==> config.mk <==
export PLATFORM = sky130hd
export DESIGN_NAME = rtp_top
export DESIGN_NICKNAME = d
export VERILOG_FILES = /design/src/common/rtp_pkg.sv /design/src/common/rtp_byte_if.sv /design/src/rtl/rtp_mac_crc.sv /design/src/rtl/rtp_top.sv
export SDC_FILE = /design/constraint.sdc
export NUM_CORES = 1
export LEC_CHECK = 0
export BUFFER_PORTS_ARGS = -buffer_cell sky130_fd_sc_hd__buf_2
export CORE_UTILIZATION = 55
export CTS_CLUSTER_SIZE = 24
export DETAILED_ROUTE_END_ITERATION = 10
export GPL_TIMING_DRIVEN = 0
export PLACE_DENSITY = 0.8
export SYNTH_ARGS = -nofsm -noshare
export SYNTH_HDL_FRONTEND = slang
export SYNTH_SLANG_ARGS = --single-unit
==> constraint.sdc <==
create_clock -name clk -period 3.9 [get_ports clk]
set_clock_uncertainty 0.1 [all_clocks]
set_input_delay 0.39 -clock clk [delete_from_list [all_inputs] [get_ports clk]]
set_output_delay 0.39 -clock clk [all_outputs]
set_load 0.005 [all_outputs]
==> src/common/rtp_pkg.sv <==
// constants, register map and types of the record transmit path
package rtp_pkg;
    // ------------------------------------------------------------
    // clock and card time
    // ------------------------------------------------------------
    localparam int          CLK_HZ    = 25_000_000;
    localparam logic [63:0] TIME_STEP = 64'((64'h1 << 32) / CLK_HZ);
    localparam logic [63:0] TIME_RST  = 64'h0;
    // ------------------------------------------------------------
    // register map, byte addresses on the bus
    // ------------------------------------------------------------
    localparam int         ADR_W        = 8;
    localparam logic [7:0] OFS_CTRL     = 8'h00;
    localparam logic [7:0] OFS_STATUS   = 8'h04;
    localparam logic [7:0] OFS_DROPS    = 8'h08;
    localparam logic [7:0] OFS_MEMSPLIT = 8'h0C;
    localparam logic [7:0] OFS_TFRAC    = 8'h10;
    localparam logic [7:0] OFS_TSEC     = 8'h14;
    localparam logic [3:0] IDX_NONE     = 4'hF;
    // control bits
    localparam int CTRL_TX_EN  = 0;
    localparam int CTRL_STRIP  = 1;
    localparam int CTRL_APPEND = 2;
    localparam int CTRL_DROP   = 3;
    localparam int CTRL_TIMED  = 4;
    localparam int CTRL_W      = 5;
    localparam logic [4:0] CTRL_RST = 5'h00;
    // status bits
    localparam int ST_UNDERRUN = 0;
    // memory split in megabytes
    localparam logic [7:0] MEM_TOTAL_MB = 8'hFF;
    localparam logic [7:0] TX_MB_RST    = 8'h10;
    // ------------------------------------------------------------
    // record layout, 64-bit words
    // ------------------------------------------------------------
    localparam int          PORTS      = 4;
    localparam int          PORT_W     = 2;
    localparam int          FLAG_LSB   = 8;
    localparam int          RXERR_BIT  = 12;
    localparam int          RLEN_LSB   = 16;
    localparam int          WLEN_LSB   = 32;
    localparam logic [12:0] HDR_WORDS  = 13'h2;
    localparam logic [15:0] FCS_BYTES  = 16'h4;
    // ------------------------------------------------------------
    // check sequence
    // ------------------------------------------------------------
    localparam logic [31:0] CRC_POLY = 32'hEDB88320;
    localparam logic [31:0] CRC_INIT = 32'hFFFFFFFF;
    localparam logic [2:0]  CRC_BYTES = 3'h4;
    // ------------------------------------------------------------
    // transfer states, gray along the timed path
    // ------------------------------------------------------------
    typedef enum logic [2:0] {
        RTP_IDLE = 3'h0,
        RTP_INFO = 3'h1,
        RTP_WAIT = 3'h3,
        RTP_PAY  = 3'h2,
        RTP_SKIP = 3'h6
    } rtp_state_t;
endpackage

==> src/common/rtp_byte_if.sv <==
// byte stream from the record engine to the check sequence stage
interface rtp_byte_if;
    logic [7:0] data;
    logic       valid;
    logic       last;
    logic       append;
    logic [1:0] port;
    logic       ready;
    modport src (output data, output valid, output last, output append, output port, input ready);
    modport snk (input data, input valid, input last, input append, input port, output ready);
endinterface

==> src/rtl/rtp_mac_crc.sv <==
// byte-serial mac stage with optional hardware check sequence
module rtp_mac_crc
    import rtp_pkg::*;
(
    // clock and reset
    input  wire logic       clk,
    input  wire logic       rst_n,
    // bytes from the record engine
    rtp_byte_if.snk         in,
    // mac pins
    output logic [7:0]      mac_data,
    output logic            mac_valid,
    output logic            mac_last,
    output logic [1:0]      mac_port,
    input  wire logic       mac_ready
);
    import rtp_pkg::*;

    typedef struct packed {
        logic [31:0] crc;
        logic [7:0]  data;
        logic        valid;
        logic        last;
        logic [1:0]  port;
        logic [2:0]  tail;
    } rtp_mac_t;

    rtp_mac_t r_reg;
    rtp_mac_t r_next;

    function automatic logic [31:0] crc_byte(input logic [31:0] c, input logic [7:0] d);
        logic [31:0] x;
        x = c ^ {24'h000000, d};
        for (int i = 0; i < 8; i++) begin
            x = x[0] ? ((x >> 1) ^ CRC_POLY) : (x >> 1);
        end
        return x;
    endfunction

    assign in.ready = (r_reg.tail == 3'h0) && (!r_reg.valid || mac_ready);

    always_comb begin
        r_next = r_reg;
        if (r_reg.valid && mac_ready) begin
            r_next.valid = 1'b0;
        end
        if (in.valid && in.ready) begin
            r_next.data  = in.data;
            r_next.valid = 1'b1;
            r_next.port  = in.port;
            r_next.crc   = crc_byte(r_reg.crc, in.data);
            r_next.last  = in.last & ~in.append;
            if (in.last) begin
                if (in.append) begin
                    r_next.tail = CRC_BYTES;
                end else begin
                    r_next.crc = CRC_INIT;
                end
            end
        end else if (r_reg.tail != 3'h0 && (!r_reg.valid || mac_ready)) begin
            r_next.data  = ~r_reg.crc[7:0];
            r_next.crc   = r_reg.crc >> 8;
            r_next.valid = 1'b1;
            r_next.last  = (r_reg.tail == 3'h1);
            r_next.tail  = r_reg.tail - 3'h1;
            if (r_reg.tail == 3'h1) begin
                r_next.crc = CRC_INIT;
            end
        end
    end

    always_ff @(posedge clk) begin
        if (!rst_n) begin
            r_reg <= '{crc: CRC_INIT, data: 8'h00, valid: 1'b0, last: 1'b0, port: 2'h0, tail: 3'h0};
        end else begin
            r_reg <= r_next;
        end
    end

    assign mac_data  = r_reg.data;
    assign mac_valid = r_reg.valid;
    assign mac_last  = r_reg.last;
    assign mac_port  = r_reg.port;
endmodule

==> src/rtl/rtp_top.sv <==
// record transmit path: wishbone registers, record engine and mac stage
//
// Summary of operation
// - strip option removes the last four bytes of each record payload
// - append option makes the mac add a computed 32-bit check sequence
// - strip plus append always yields a correct check sequence
// - no strip, no append sends original bytes, even bad ones
// - drop option discards records flagged with receive error
// - one record at a time goes to one port, in stream order
// - a stalled port only delays timing; transmission continues afterwards
// - transmit memory share resets to 16 MB, rest to receive
// - memory split changes only while both directions idle
// - receive capture runs independently while transmitting
// - only frames from the stream are ever sent
// - timestamps are 64-bit seconds.fraction values, little endian
//
// The Wishbone register port and the address map were decided locally.
module rtp_top
    import rtp_pkg::*;
(
    // clock and reset
    input  wire logic              clk,
    input  wire logic              rst_n,
    // wishbone slave
    input  wire logic              wb_cyc_i,
    input  wire logic              wb_stb_i,
    input  wire logic              wb_we_i,
    input  wire logic [ADR_W-1:0]  wb_adr_i,
    input  wire logic [3:0]        wb_sel_i,
    input  wire logic [31:0]       wb_dat_i,
    output logic      [31:0]       wb_dat_o,
    output logic                   wb_ack_o,
    // record stream from host memory
    input  wire logic [63:0]       rec_data,
    input  wire logic              rec_valid,
    output logic                   rec_ready,
    // receive path and link pins
    input  wire logic              rx_active,
    input  wire logic [PORTS-1:0]  link_up,
    // memory split
    output logic      [7:0]        mem_tx_mb,
    output logic      [7:0]        mem_rx_mb,
    // mac pins
    output logic      [7:0]        mac_data,
    output logic                   mac_valid,
    output logic                   mac_last,
    output logic      [1:0]        mac_port,
    input  wire logic              mac_ready
);
    import rtp_pkg::*;

    typedef struct packed {
        rtp_state_t         st;
        logic [CTRL_W-1:0]  ctrl;
        logic               underrun;
        logic [15:0]        drops;
        logic [7:0]         tx_mb;
        logic [7:0]         rx_mb;
        logic [63:0]        now;
        logic               ack;
        logic [31:0]        rdat;
        logic [63:0]        ts;
        logic [63:0]        word;
        logic               have;
        logic [2:0]         bidx;
        logic [15:0]        words_left;
        logic [15:0]        send_left;
        logic               in_frame;
        logic [1:0]         port;
        logic [PORTS-1:0]   link_s1;
        logic [PORTS-1:0]   link_s2;
    } rtp_main_t;

    rtp_main_t r_reg;
    rtp_main_t r_next;

    rtp_byte_if bq ();

    logic        req;
    logic        wr;
    logic        busy;
    logic        under_ev;
    logic        drop_ev;
    logic [3:0]  idx;
    logic [15:0] rl;
    logic [15:0] wl;
    logic [15:0] words;
    logic [15:0] sendb;
    logic [18:0] payb;

    // ------------------------------------------------------------
    // register decode
    // ------------------------------------------------------------
    function automatic logic [3:0] reg_index(input logic [ADR_W-1:0] a);
        case (a[ADR_W-1:2])
            OFS_CTRL[ADR_W-1:2]:     reg_index = 4'h0;
            OFS_STATUS[ADR_W-1:2]:   reg_index = 4'h1;
            OFS_DROPS[ADR_W-1:2]:    reg_index = 4'h2;
            OFS_MEMSPLIT[ADR_W-1:2]: reg_index = 4'h3;
            OFS_TFRAC[ADR_W-1:2]:    reg_index = 4'h4;
            OFS_TSEC[ADR_W-1:2]:     reg_index = 4'h5;
            default:                 reg_index = IDX_NONE;
        endcase
    endfunction

    function automatic logic [31:0] merge(input logic [31:0] o, input logic [31:0] d, input logic [3:0] s);
        logic [31:0] m;
        m = o;
        for (int b = 0; b < 4; b++) begin
            if (s[b]) begin
                m[8*b +: 8] = d[8*b +: 8];
            end
        end
        return m;
    endfunction

    // ------------------------------------------------------------
    // next state
    // ------------------------------------------------------------
    always_comb begin
        r_next    = r_reg;
        rec_ready = 1'b0;
        bq.valid  = 1'b0;
        bq.last   = 1'b0;
        under_ev  = 1'b0;
        drop_ev   = 1'b0;
        rl        = rec_data[RLEN_LSB +: 16];
        wl        = rec_data[WLEN_LSB +: 16];
        words     = (rl[15:3] >= HDR_WORDS) ? {3'h0, rl[15:3] - HDR_WORDS} : 16'h0000;
        payb      = {words, 3'h0};
        sendb     = wl;
        req       = wb_cyc_i & wb_stb_i & ~r_reg.ack;
        wr        = wb_cyc_i & wb_stb_i & wb_we_i & r_reg.ack;
        busy      = (r_reg.st != RTP_IDLE);
        idx       = reg_index(wb_adr_i);

        r_next.now     = r_reg.now + TIME_STEP;
        r_next.link_s1 = link_up;
        r_next.link_s2 = r_reg.link_s1;
        r_next.ack     = req;

        // bus read, data valid with ack
        if (req) begin
            case (idx)
                4'h0:    r_next.rdat = {27'h0000000, r_reg.ctrl};
                4'h1:    r_next.rdat = {20'h00000, r_reg.link_s2, 5'h00, rx_active, busy, r_reg.underrun};
                4'h2:    r_next.rdat = {16'h0000, r_reg.drops};
                4'h3:    r_next.rdat = {16'h0000, r_reg.rx_mb, r_reg.tx_mb};
                4'h4:    r_next.rdat = r_reg.now[31:0];
                4'h5:    r_next.rdat = r_reg.now[63:32];
                default: r_next.rdat = 32'h00000000;
            endcase
        end

        // bus write, effective at the ack edge
        if (wr) begin
            case (idx)
                4'h0: begin
                    if (wb_sel_i[0]) begin
                        r_next.ctrl = wb_dat_i[CTRL_W-1:0];
                    end
                end
                4'h3: begin
                    if (wb_sel_i[0] && !busy && !rx_active && !r_reg.ctrl[CTRL_TX_EN]) begin
                        r_next.tx_mb = wb_dat_i[7:0];
                        r_next.rx_mb = MEM_TOTAL_MB - wb_dat_i[7:0];
                    end
                end
                4'h4:    r_next.now[31:0]  = merge(r_reg.now[31:0], wb_dat_i, wb_sel_i);
                4'h5:    r_next.now[63:32] = merge(r_reg.now[63:32], wb_dat_i, wb_sel_i);
                default: r_next.ctrl = r_reg.ctrl;
            endcase
        end

        // ------------------------------------------------------------
        // record engine
        // ------------------------------------------------------------
        case (r_reg.st)
            RTP_IDLE: begin
                if (r_reg.ctrl[CTRL_TX_EN]) begin
                    rec_ready = 1'b1;
                    if (rec_valid) begin
                        r_next.ts = rec_data;
                        r_next.st = RTP_INFO;
                    end
                end
            end
            RTP_INFO: begin
                rec_ready = 1'b1;
                if (r_reg.ctrl[CTRL_STRIP]) begin
                    sendb = (wl > FCS_BYTES) ? wl - FCS_BYTES : 16'h0000;
                end
                if ({3'h0, sendb} > payb) begin
                    sendb = payb[15:0];
                end
                if (rec_valid) begin
                    r_next.words_left = words;
                    r_next.send_left  = sendb;
                    r_next.port       = rec_data[FLAG_LSB +: PORT_W];
                    r_next.have       = 1'b0;
                    r_next.bidx       = 3'h0;
                    r_next.in_frame   = 1'b0;
                    if (r_reg.ctrl[CTRL_DROP] && rec_data[RXERR_BIT]) begin
                        drop_ev   = 1'b1;
                        r_next.st = RTP_SKIP;
                    end else if (sendb == 16'h0000) begin
                        r_next.st = RTP_SKIP;
                    end else if (r_reg.ctrl[CTRL_TIMED]) begin
                        r_next.st = RTP_WAIT;
                    end else begin
                        r_next.st = RTP_PAY;
                    end
                end
            end
            RTP_WAIT: begin
                if (r_reg.now >= r_reg.ts) begin
                    r_next.st = RTP_PAY;
                end
            end
            RTP_PAY: begin
                if (!r_reg.have) begin
                    rec_ready = 1'b1;
                    if (rec_valid) begin
                        r_next.word       = rec_data;
                        r_next.have       = 1'b1;
                        r_next.bidx       = 3'h0;
                        r_next.words_left = r_reg.words_left - 16'h0001;
                    end else if (r_reg.in_frame) begin
                        under_ev = 1'b1;
                    end
                end else begin
                    bq.valid = 1'b1;
                    bq.last  = (r_reg.send_left == 16'h0001);
                    if (bq.ready) begin
                        r_next.send_left = r_reg.send_left - 16'h0001;
                        r_next.bidx      = r_reg.bidx + 3'h1;
                        r_next.in_frame  = 1'b1;
                        if (r_reg.send_left == 16'h0001) begin
                            r_next.have = 1'b0;
                            r_next.st   = (r_reg.words_left == 16'h0000) ? RTP_IDLE : RTP_SKIP;
                        end else if (r_reg.bidx == 3'h7) begin
                            r_next.have = 1'b0;
                        end
                    end
                end
            end
            RTP_SKIP: begin
                if (r_reg.words_left == 16'h0000) begin
                    r_next.st = RTP_IDLE;
                end else begin
                    rec_ready = 1'b1;
                    if (rec_valid) begin
                        r_next.words_left = r_reg.words_left - 16'h0001;
                    end
                end
            end
            default: begin
                r_next.st = RTP_IDLE;
            end
        endcase

        if (drop_ev) begin
            r_next.drops = r_reg.drops + 16'h0001;
        end
        r_next.underrun = (r_reg.underrun & ~(wr && idx == 4'h1 && wb_sel_i[0] && wb_dat_i[ST_UNDERRUN])) | under_ev;
    end

    always_ff @(posedge clk) begin
        if (!rst_n) begin
            r_reg          <= '0;
            r_reg.st       <= RTP_IDLE;
            r_reg.ctrl     <= CTRL_RST;
            r_reg.tx_mb    <= TX_MB_RST;
            r_reg.rx_mb    <= MEM_TOTAL_MB - TX_MB_RST;
            r_reg.now      <= TIME_RST;
        end else begin
            r_reg <= r_next;
        end
    end

    // ------------------------------------------------------------
    // outputs and mac stage
    // ------------------------------------------------------------
    assign bq.data   = r_reg.word[8*r_reg.bidx +: 8];
    assign bq.append = r_reg.ctrl[CTRL_APPEND];
    assign bq.port   = r_reg.port;
    assign wb_dat_o  = r_reg.rdat;
    assign wb_ack_o  = r_reg.ack;
    assign mem_tx_mb = r_reg.tx_mb;
    assign mem_rx_mb = r_reg.rx_mb;

    rtp_mac_crc u_mac (
        .clk       (clk),
        .rst_n     (rst_n),
        .in        (bq.snk),
        .mac_data  (mac_data),
        .mac_valid (mac_valid),
        .mac_last  (mac_last),
        .mac_port  (mac_port),
        .mac_ready (mac_ready)
    );
endmodule

==> qor.csv, run 1 <==
stage,metric,value,unit
cts,Clock Path Buffers,3,
timing,Fin. Hold Viols,0,
floorplan,core footprint,36600,sq um
critical_path,FF-to-FF Start,r_reg[306],
timing,slew at the pin closest to its max-slew limit,1.09,ns
layout,max FFs per register,257,
layout,P&R area growth vs syn,18.5,%
timing,unrepaired setup endpoints after global routing,true,
route,First-pass DRT Iterations,6,
global_route,first-pass GRT wire length,114000,um
outcome,status,finished with violations,
cts,Clock Latency Late Sink,0.57,ns
floorplan,effective utilization at floorplan,55.9,%
placement,PortBufs,174,
critical_path,reg-to-reg critical path endpoint,r_reg[26],
layout,"commonest non-fill, non-tap cell in the layout",nand2_1,
flow_run,max_cap viols,0,
logic_synthesis,area of the mapped netlist,20400,sq um
cts,clock-pin slew on the worst setup and hold paths,0.06,ns
logic_synthesis,share of the synthesized area in the top cell type,35.2,%
floorplan,Die Ht,195,um
global_route,Overflow after GRT,0,
route,routed vias/inst,6.36,
cts,CTS Sinks,360,
logic_synthesis,"Avg Cell Area, Syn",7.60,sq um
global_route,initial antenna violation count,1,
route,via count,21970,
pwr,Worst VDD drop,0.000360,V
hold_path,Worst Hold Class,in2reg,
timing,Max Freq,250,MHz
layout,most frequent cells in the layout,"nand2_1 (464), dfxtp_1 (359), a21oi_1 (329), nor2_1 (264), buf_2 (174)",
logic_synthesis,Post-Syn Instances,2690,
route,wire length per cell,21.8,um
layout,share of layout cells above drive strength 1,15.0,%
critical_path,Critical Path End Type,flop,
route,DRC viols,0,
timing,Final Max Tran Viols,0,
cts,CTS buffer count,40,
pwr,PD cells,421,nW/um^2
critical_path,CP endpoint,r_reg[26],
critical_path,WP data required,4.22,ns
critical_path,Critical Setup Path Class,in2reg,
global_route,number of global-route vias before repair,20633,
cts,H-tree level count,2,
logic_synthesis,"EDFF count, synth",0,
outcome,failing checks,setup timing,
floorplan,Die X,195,um
logic_synthesis,Synth area leaders,"dfxtp_1 (35%), nand2_1 (8.5%), a21oi_1 (8.1%)",
global_route,largest net degree at the start of global routing,14,
logic_synthesis,Async SR Flop Fraction,0,%
global_route,Total GRT Usage,38.6,%
route,total routed wirelength,75300,um
logic_synthesis,"Seq/Total Area, Yosys",35.2,%
critical_path,worst setup path startpoint,rec_data[43],
logic_synthesis,syn nets,2902,
placement,dpl ws,-0.637,ns
timing,minimum clock period,4.00,ns
logic_synthesis,Ys Warns,0,
floorplan,Core Rows,70,
pwr,Pleak,9.23,nW
logic_synthesis,Post-synth top flop,dfxtp_1,
timing,Setup-failing EPs final,2,
logic_synthesis,cell taking the most area after synthesis,dfxtp_1,
placement,final RePlAce weighted congestion,1.03,
floorplan,Ports,182,
cts,root buffer cell,clkbuf_16,
logic_synthesis,post-synthesis register bit count,360,
placement,post-DP HPWL,56500,um
timing,Final period util,103,%
route,Antenna Nets Post-Route,0,
critical_path,Worst EP arrival,4.32,ns
timing,"Worst Setup Slack, final",-0.104,ns
critical_path,R2R depth,17,
logic_synthesis,post-synthesis cell type count,78,
floorplan,die area,38000,sq um
cts,CTS tree,yes,
layout,Nets,3165,
timing,Slew Limit Headroom,26.7,%
route,drt initial violations,2552,
layout,utilization after layout,66.2,%
critical_path,R2R setup slack,-0.06,ns
critical_path,CP max FO,5,
critical_path,Startpoint Class,primary input,
cells in the mapped netlist, types with 24 or more instances:
master    count
xnor2_1      37
nand3_1      62
inv_1       106
nand4_1      38
a211oi_1     24
nand2_1     464
a21oi_1     332
nor3_1       47
o22ai_1      24
a22oi_1      33
a21o_1       35
o21ai_0     133
buf_4        61
ha_1         92
dfxtp_1     360
clkbuf_1    142
xor2_1       34
mux2i_1      45
nor2_1      279
layer usage:
metal | wire [um] | global-route usage, %
met5 | 0 | 0
met4 | 4880 | 21.7
met3 | 8900 | 8.95
met2 | 32900 | 61.1
met1 | 28600 | 48.3
worst min-delay path by stage:
| stage | startpoint | to | slack [ns] | depth (start not counted) |
|---|---|---|---|---|
| 6_report | wb_dat_i[12] | r_reg[220] | 0.006 | 3 |
| 5_1_grt | rec_data[43] | r_reg[90] | 0.02 | 3 |
| 4_1_cts | rec_data[50] | r_reg[97] | 0.0001 | 3 |
| 3_5_place_dp | r_next[3] | r_reg[3] | 0.33 | 1 |
| 3_3_place_gp | r_next[2] | r_reg[2] | 0.32 | 1 |
| 2_1_floorplan | r_next[0] | r_reg[0] | 0.31 | 1 |
critical path: stages:
cell	delay, ns
buf_12	0.12
or4_4	0.52
or3_4	0.44
nor4_4	0.36
buf_6	0.18
buf_4	0.13
nor2_1	0.06
ha_1	0.33
nand4_1	0.12
nor2_1	0.08
a211oi_2	0.27
o21ai_4	0.09
o22ai_4	0.25
buf_8	0.20
mux2i_2	0.27
nor2_1	0.13
o41ai_2	0.29
a21oi_1	0.08
per-stage QoR:
stage | cells | setup TNS [ns] | total power, mW | instance area, sq um | hold WS (ns)
global placement | 3332 | -14.35 | 6.04 | 22000 | 0.322
global route | 3451 | -0.877 | 10.5 | 24200 | 0.0167
finish | 3452 | -0.138 | 10.2 | 24200 | 0.00618
detailed placement | 3332 | -17.77 | 6.09 | 22000 | 0.331
floorplan | 2690 | -0.000297 | 5.46 | 20500 | 0.312
CTS | 3422 | 0 | 10.1 | 23600 | 0.000106
cell type report:
cell class / count / area [sq um]
clock inverters: 15 / 218
plain buffers: 215 / 1110
diodes: 1 / 2.50
multi-input cells: 2008 / 12200
clock buffers: 57 / 1160
fillers: 3127 / 12400
flip-flops and latches: 360 / 7210
inverters: 107 / 407
well taps: 468 / 586
repair buffers: 221 / 1310
timing repair:
action,CTS,global route
resized for setup,7,104
hold buffers,18,0
endpoints found under the hold margin,20,0
setup endpoints to repair,18,38
buffers inserted,0,27
gates cloned,0,3
pin swaps,0,35
cell families (layout without fill, tap and decap cells):
kind of cell | after synthesis | count (layout) | synth area share [%]
adder cells (fa/ha/maj) | 92 | 92 | 5.63
AND/OR/NAND/NOR | 1038 | 1038 | 22.4
buffers and inverters | 322 | 615 | 7.12
AO/OA/AOI/OAI | 729 | 729 | 21.4
XOR/XNOR | 83 | 83 | 4.28
flip-flops | 360 | 360 | 35.2
other | 0 | 1 | 0
multiplexers | 66 | 66 | 3.91
power breakdown:
group          total (mW)  switching [mW]  leakage, nW  internal (mW)
sequential           4.02           0.169         2.91           3.85
clock                4.02            1.61        0.683           2.41
combinational        2.16            1.30         5.63          0.864
No activity file was read; power rests on OpenSTA's default activity.
==> run 2: changes to the inputs <==
--- a/config.mk
+++ b/config.mk
@@ -5,6 +5,7 @@
 export SDC_FILE = /design/constraint.sdc
 export NUM_CORES = 1
 export LEC_CHECK = 0
+export ABC_AREA = 1
 export BUFFER_PORTS_ARGS = -buffer_cell sky130_fd_sc_hd__buf_2
 export CORE_UTILIZATION = 55
 export CTS_CLUSTER_SIZE = 24
==> qor.csv, run 2 <==
stage,metric,value,unit,change
outcome,status,"finished, final reports clean",,
critical_path,reg-to-reg critical path endpoint,r_reg[312],,
critical_path,Critical Path End Type,flop,,
timing,minimum clock period,3.87,ns,-0.138 ns
placement,PortBufs,177,,+1.7%
pwr,clock power share,34.4,%,-5.0 points
timing,Slew Limit Headroom,31.6,%,+4.9 points
logic_synthesis,post-synthesis cell type count,60,,-23%
logic_synthesis,post-synthesis register bit count,360,,unchanged
global_route,Overflow after GRT,0,,unchanged
route,wire length per cell,20.4,um,-6.7%
hold_path,Worst Hold Class,in2reg,,
floorplan,Ports,182,,unchanged
pwr,total power draw,11.3,mW,+10%
global_route,initial antenna violation count,1,,unchanged
layout,P&R area growth vs syn,14.6,%,
floorplan,Core Rows,73,,+4.3%
logic_synthesis,"count leader, synth",nand2_1,,
layout,share of layout cells above drive strength 1,12.4,%,-2.6 points
critical_path,R2R depth,26,,+9
pwr,sequential share of power,36.3,%,-3.1 points
placement,final RePlAce weighted congestion,1.05,,+1.6%
pwr,P_int,7.32,mW,+2.6%
critical_path,Critical Setup Path Class,reg2reg,,
global_route,first-pass GRT wire length,125000,um,+9.8%
logic_synthesis,Synth Area in Compound Gates,21.3,%,-0.049 points
logic_synthesis,Post-Syn Instances,3279,,+22%
route,First-pass DRT Iterations,8,,+2
critical_path,worst setup path startpoint,r_reg[306],,
route,DRC viols,0,,unchanged
cts,CTS buffer count,39,,-2.5%
critical_path,CP endpoint,r_reg[312],,
pwr,Comb pwr share,29.3,%,+8.1 points
critical_path,Startpoint Class,flop,,
logic_synthesis,largest family of logic cells by synthesized area,simple AND/OR/NAND/NOR gates,,
cts,CTS tree,yes,,
logic_synthesis,Synth area leaders,"dfxtp_1 (33%), nand2_1 (9.8%), a21oi_1 (7.6%)",,
pwr,PD cells,443,nW/um^2,+5.2%
logic_synthesis,syn nets,3491,,+20%
logic_synthesis,Synth Area in Adders,5.19,%,-0.44 points
logic_synthesis,"EDFF count, synth",0,,unchanged
layout,"commonest non-fill, non-tap cell in the layout",nand2_1,,
logic_synthesis,area of the mapped netlist,22200,sq um,+8.4%
logic_synthesis,portion of netlist area occupied by mux cells,0,%,-3.9 points
layout,Nets,3733,,+18%
timing,slew at the pin closest to its max-slew limit,1.02,ns,-0.0724 ns
route,total routed wirelength,82900,um,+10%
floorplan,Die Ht,203,um,+4.1%
logic_synthesis,Post-synth top flop,dfxtp_1,,
cts,Clock Path Buffers,3,,unchanged
floorplan,die area,41100,sq um,+8.3%
timing,Final Max Tran Viols,0,,unchanged
logic_synthesis,"Avg Cell Area, Syn",6.76,sq um,-11%
logic_synthesis,Post-synth top cells,"nand2_1 (581), inv_1 (434), dfxtp_1 (360), a21oi_1 (336), o21ai_0 (329)",,
floorplan,Die X,203,um,+4.1%
global_route,Total GRT Usage,39.6,%,+1.1 points
timing,Fin. Hold Viols,0,,unchanged
floorplan,effective utilization at floorplan,55.8,%,-0.065 points
route,via count,23945,,+9.0%
layout,most frequent cells in the layout,"nand2_1 (573), inv_1 (431), dfxtp_1 (359), a21oi_1 (334), o21ai_0 (328)",,
critical_path,FF-to-FF Start,r_reg[306],,
logic_synthesis,Async SR Flop Fraction,0,%,unchanged
pwr,Net Sw Power,3.94,mW,+28%
route,routed vias/inst,5.88,,-7.6%
timing,Max Freq,259,MHz,+3.6%
route,Antenna Nets Post-Route,0,,unchanged
global_route,number of global-route vias before repair,21973,,+6.5%
critical_path,Worst EP arrival,4.25,ns,-0.07 ns
logic_synthesis,Ys Warns,0,,unchanged
floorplan,core footprint,39700,sq um,+8.5%
logic_synthesis,share of the synthesized area in the top cell type,32.5,%,-2.7 points
timing,Setup-failing EPs final,0,,-2
layout,max FFs per register,257,,unchanged
flow_run,max_cap viols,0,,unchanged
cts,Clock Latency Late Sink,0.57,ns,about the same
logic_synthesis,simple-gate share of the synthesized area,23.5,%,+1.1 points
pwr,Worst VDD drop,0.000385,V,+7.0%
critical_path,WP data required,4.29,ns,+0.07 ns
pwr,Pleak,10.8,nW,+17%
timing,"Worst Setup Slack, final",0.0345,ns,+0.138 ns
logic_synthesis,cell taking the most area after synthesis,dfxtp_1,,
cts,clock-pin slew on the worst setup and hold paths,0.07,ns,about the same
placement,dpl ws,-0.823,ns,-0.185 ns
logic_synthesis,"Seq/Total Area, Yosys",32.5,%,-2.7 points
global_route,largest net degree at the start of global routing,14,,unchanged
cts,H-tree level count,2,,unchanged
critical_path,R2R setup slack,0.03,ns,+0.09 ns
layout,utilization after layout,64.0,%,-2.2 points
placement,post-DP HPWL,64300,um,+14%
critical_path,CP max FO,5,,unchanged
cts,root buffer cell,clkbuf_16,,
timing,Final period util,99.1,%,-3.5 points
cts,CTS Sinks,360,,unchanged
route,drt initial violations,2904,,+14%
logic_synthesis,xor and xnor fraction of the mapped netlist area,5.29,%,+1.0 points
pwr,sw frac,35.0,%,+4.9 points
-- run 2: cell count changes in the layout (fill, tap and decap cells not counted), sizes merged, moves of 23 or more --
cell	change
o21ai	+215
inv	+335
mux2i	-47
a22oi	-33
a21o	-30
o211ai	+23
nand2	+128
xor2	+66
clkbuf	-33
nor3	+23
nand3	+79
xnor2	-29
-- run 2: worst min path at each step --
stage / end / depth (start not counted) / slack (ns) / startpoint
floorplan: r_reg[0] / 2 / 0.29 / r_next[0]
global placement: r_reg[2] / 2 / 0.30 / r_next[2]
detailed placement: r_reg[0] / 2 / 0.30 / r_next[0]
CTS: r_reg[99] / 3 / 0.0009 / rec_data[52]
global route: r_reg[99] / 3 / 0.002 / rec_data[52]
finish: r_reg[99] / 3 / 0.02 / rec_data[52]
-- run 2: timing repair --
action                     in CTS  in global routing
cloned                          0                  1
hold endpoints to repair       11                  0
setup buffers                   3                  9
resized for setup              12                 40
hold buffers                   11                  0
setup endpoints to repair       9                  4
pin swaps                       2                 17
-- run 2: cell type report --
class | count | area (sq um)
diodes | 1 | 2.50
clock inverters | 14 | 174
multi-input cells | 2278 | 12400
clock buffers | 52 | 1130
flip-flops and latches | 360 | 7210
inverters | 444 | 1670
fillers | 3746 | 14300
plain buffers | 196 | 1050
repair buffers | 202 | 1120
well taps | 525 | 657
-- run 2: per-stage QoR --
stage               instances  area (sq um)  TNS (ns)  hold WS (ns)
CTS                      4060         25200         0      0.000941
floorplan                3279         22200         0         0.290
global route             4071         25400    -0.119       0.00212
finish                   4072         25400         0        0.0185
detailed placement       3981         23700     -5.78         0.297
global placement         3981         23700     -6.57         0.297
-- run 2: kinds of logic (layout without fill, tap and decap cells) --
group,count (synthesis),after routing
simple gates,1210,1210
xor+xnor,116,116
compound gates,860,860
other cells,0,1
flops,360,360
buf+inv,641,908
fa+ha+maj,92,92
-- run 2: critical path, cell delays in order (launching register included) --
cell	delay (ns)
dfxtp_2	0.33
buf_6	0.10
clkinvlp_4	0.18
nor2_4	0.18
nand4_1	0.17
nor2_2	0.17
buf_4	0.12
xor2_1	0.13
or2_4	0.16
inv_2	0.05
ha_4	0.26
inv_1	0.05
nor3_2	0.21
nor3b_4	0.24
nand3_2	0.17
nand2_4	0.14
clkbuf_16	0.15
nand2_1	0.06
nand2_2	0.10
nand2_1	0.07
nor2_2	0.09
nand3_2	0.14
nand2_1	0.10
nand2_1	0.07
nand2_1	0.06
nand2_1	0.05
a21oi_1	0.13
-- run 2: power by group through the flow --
| stage | combinational, mW | sequential, mW | clock [mW] |
|---|---|---|---|
| global placement | 3.07 | 4.15 | 0 |
| floorplan | 2.34 | 4.11 | 0 |
| CTS | 3.16 | 4.08 | 3.86 |
| finish | 3.30 | 4.09 | 3.87 |
| detailed placement | 3.11 | 4.15 | 0 |
| global route | 3.57 | 4.11 | 4.03 |
-- run 2: routing by layer --
| layer | part of all wire (%) | GRT usage (%) |
|---|---|---|
| met4 | 7.2 | 25.9 |
| met2 | 44 | 62.7 |
| met1 | 39 | 49.4 |
| met3 | 10 | 7.32 |
| met5 | 0 | 0 |
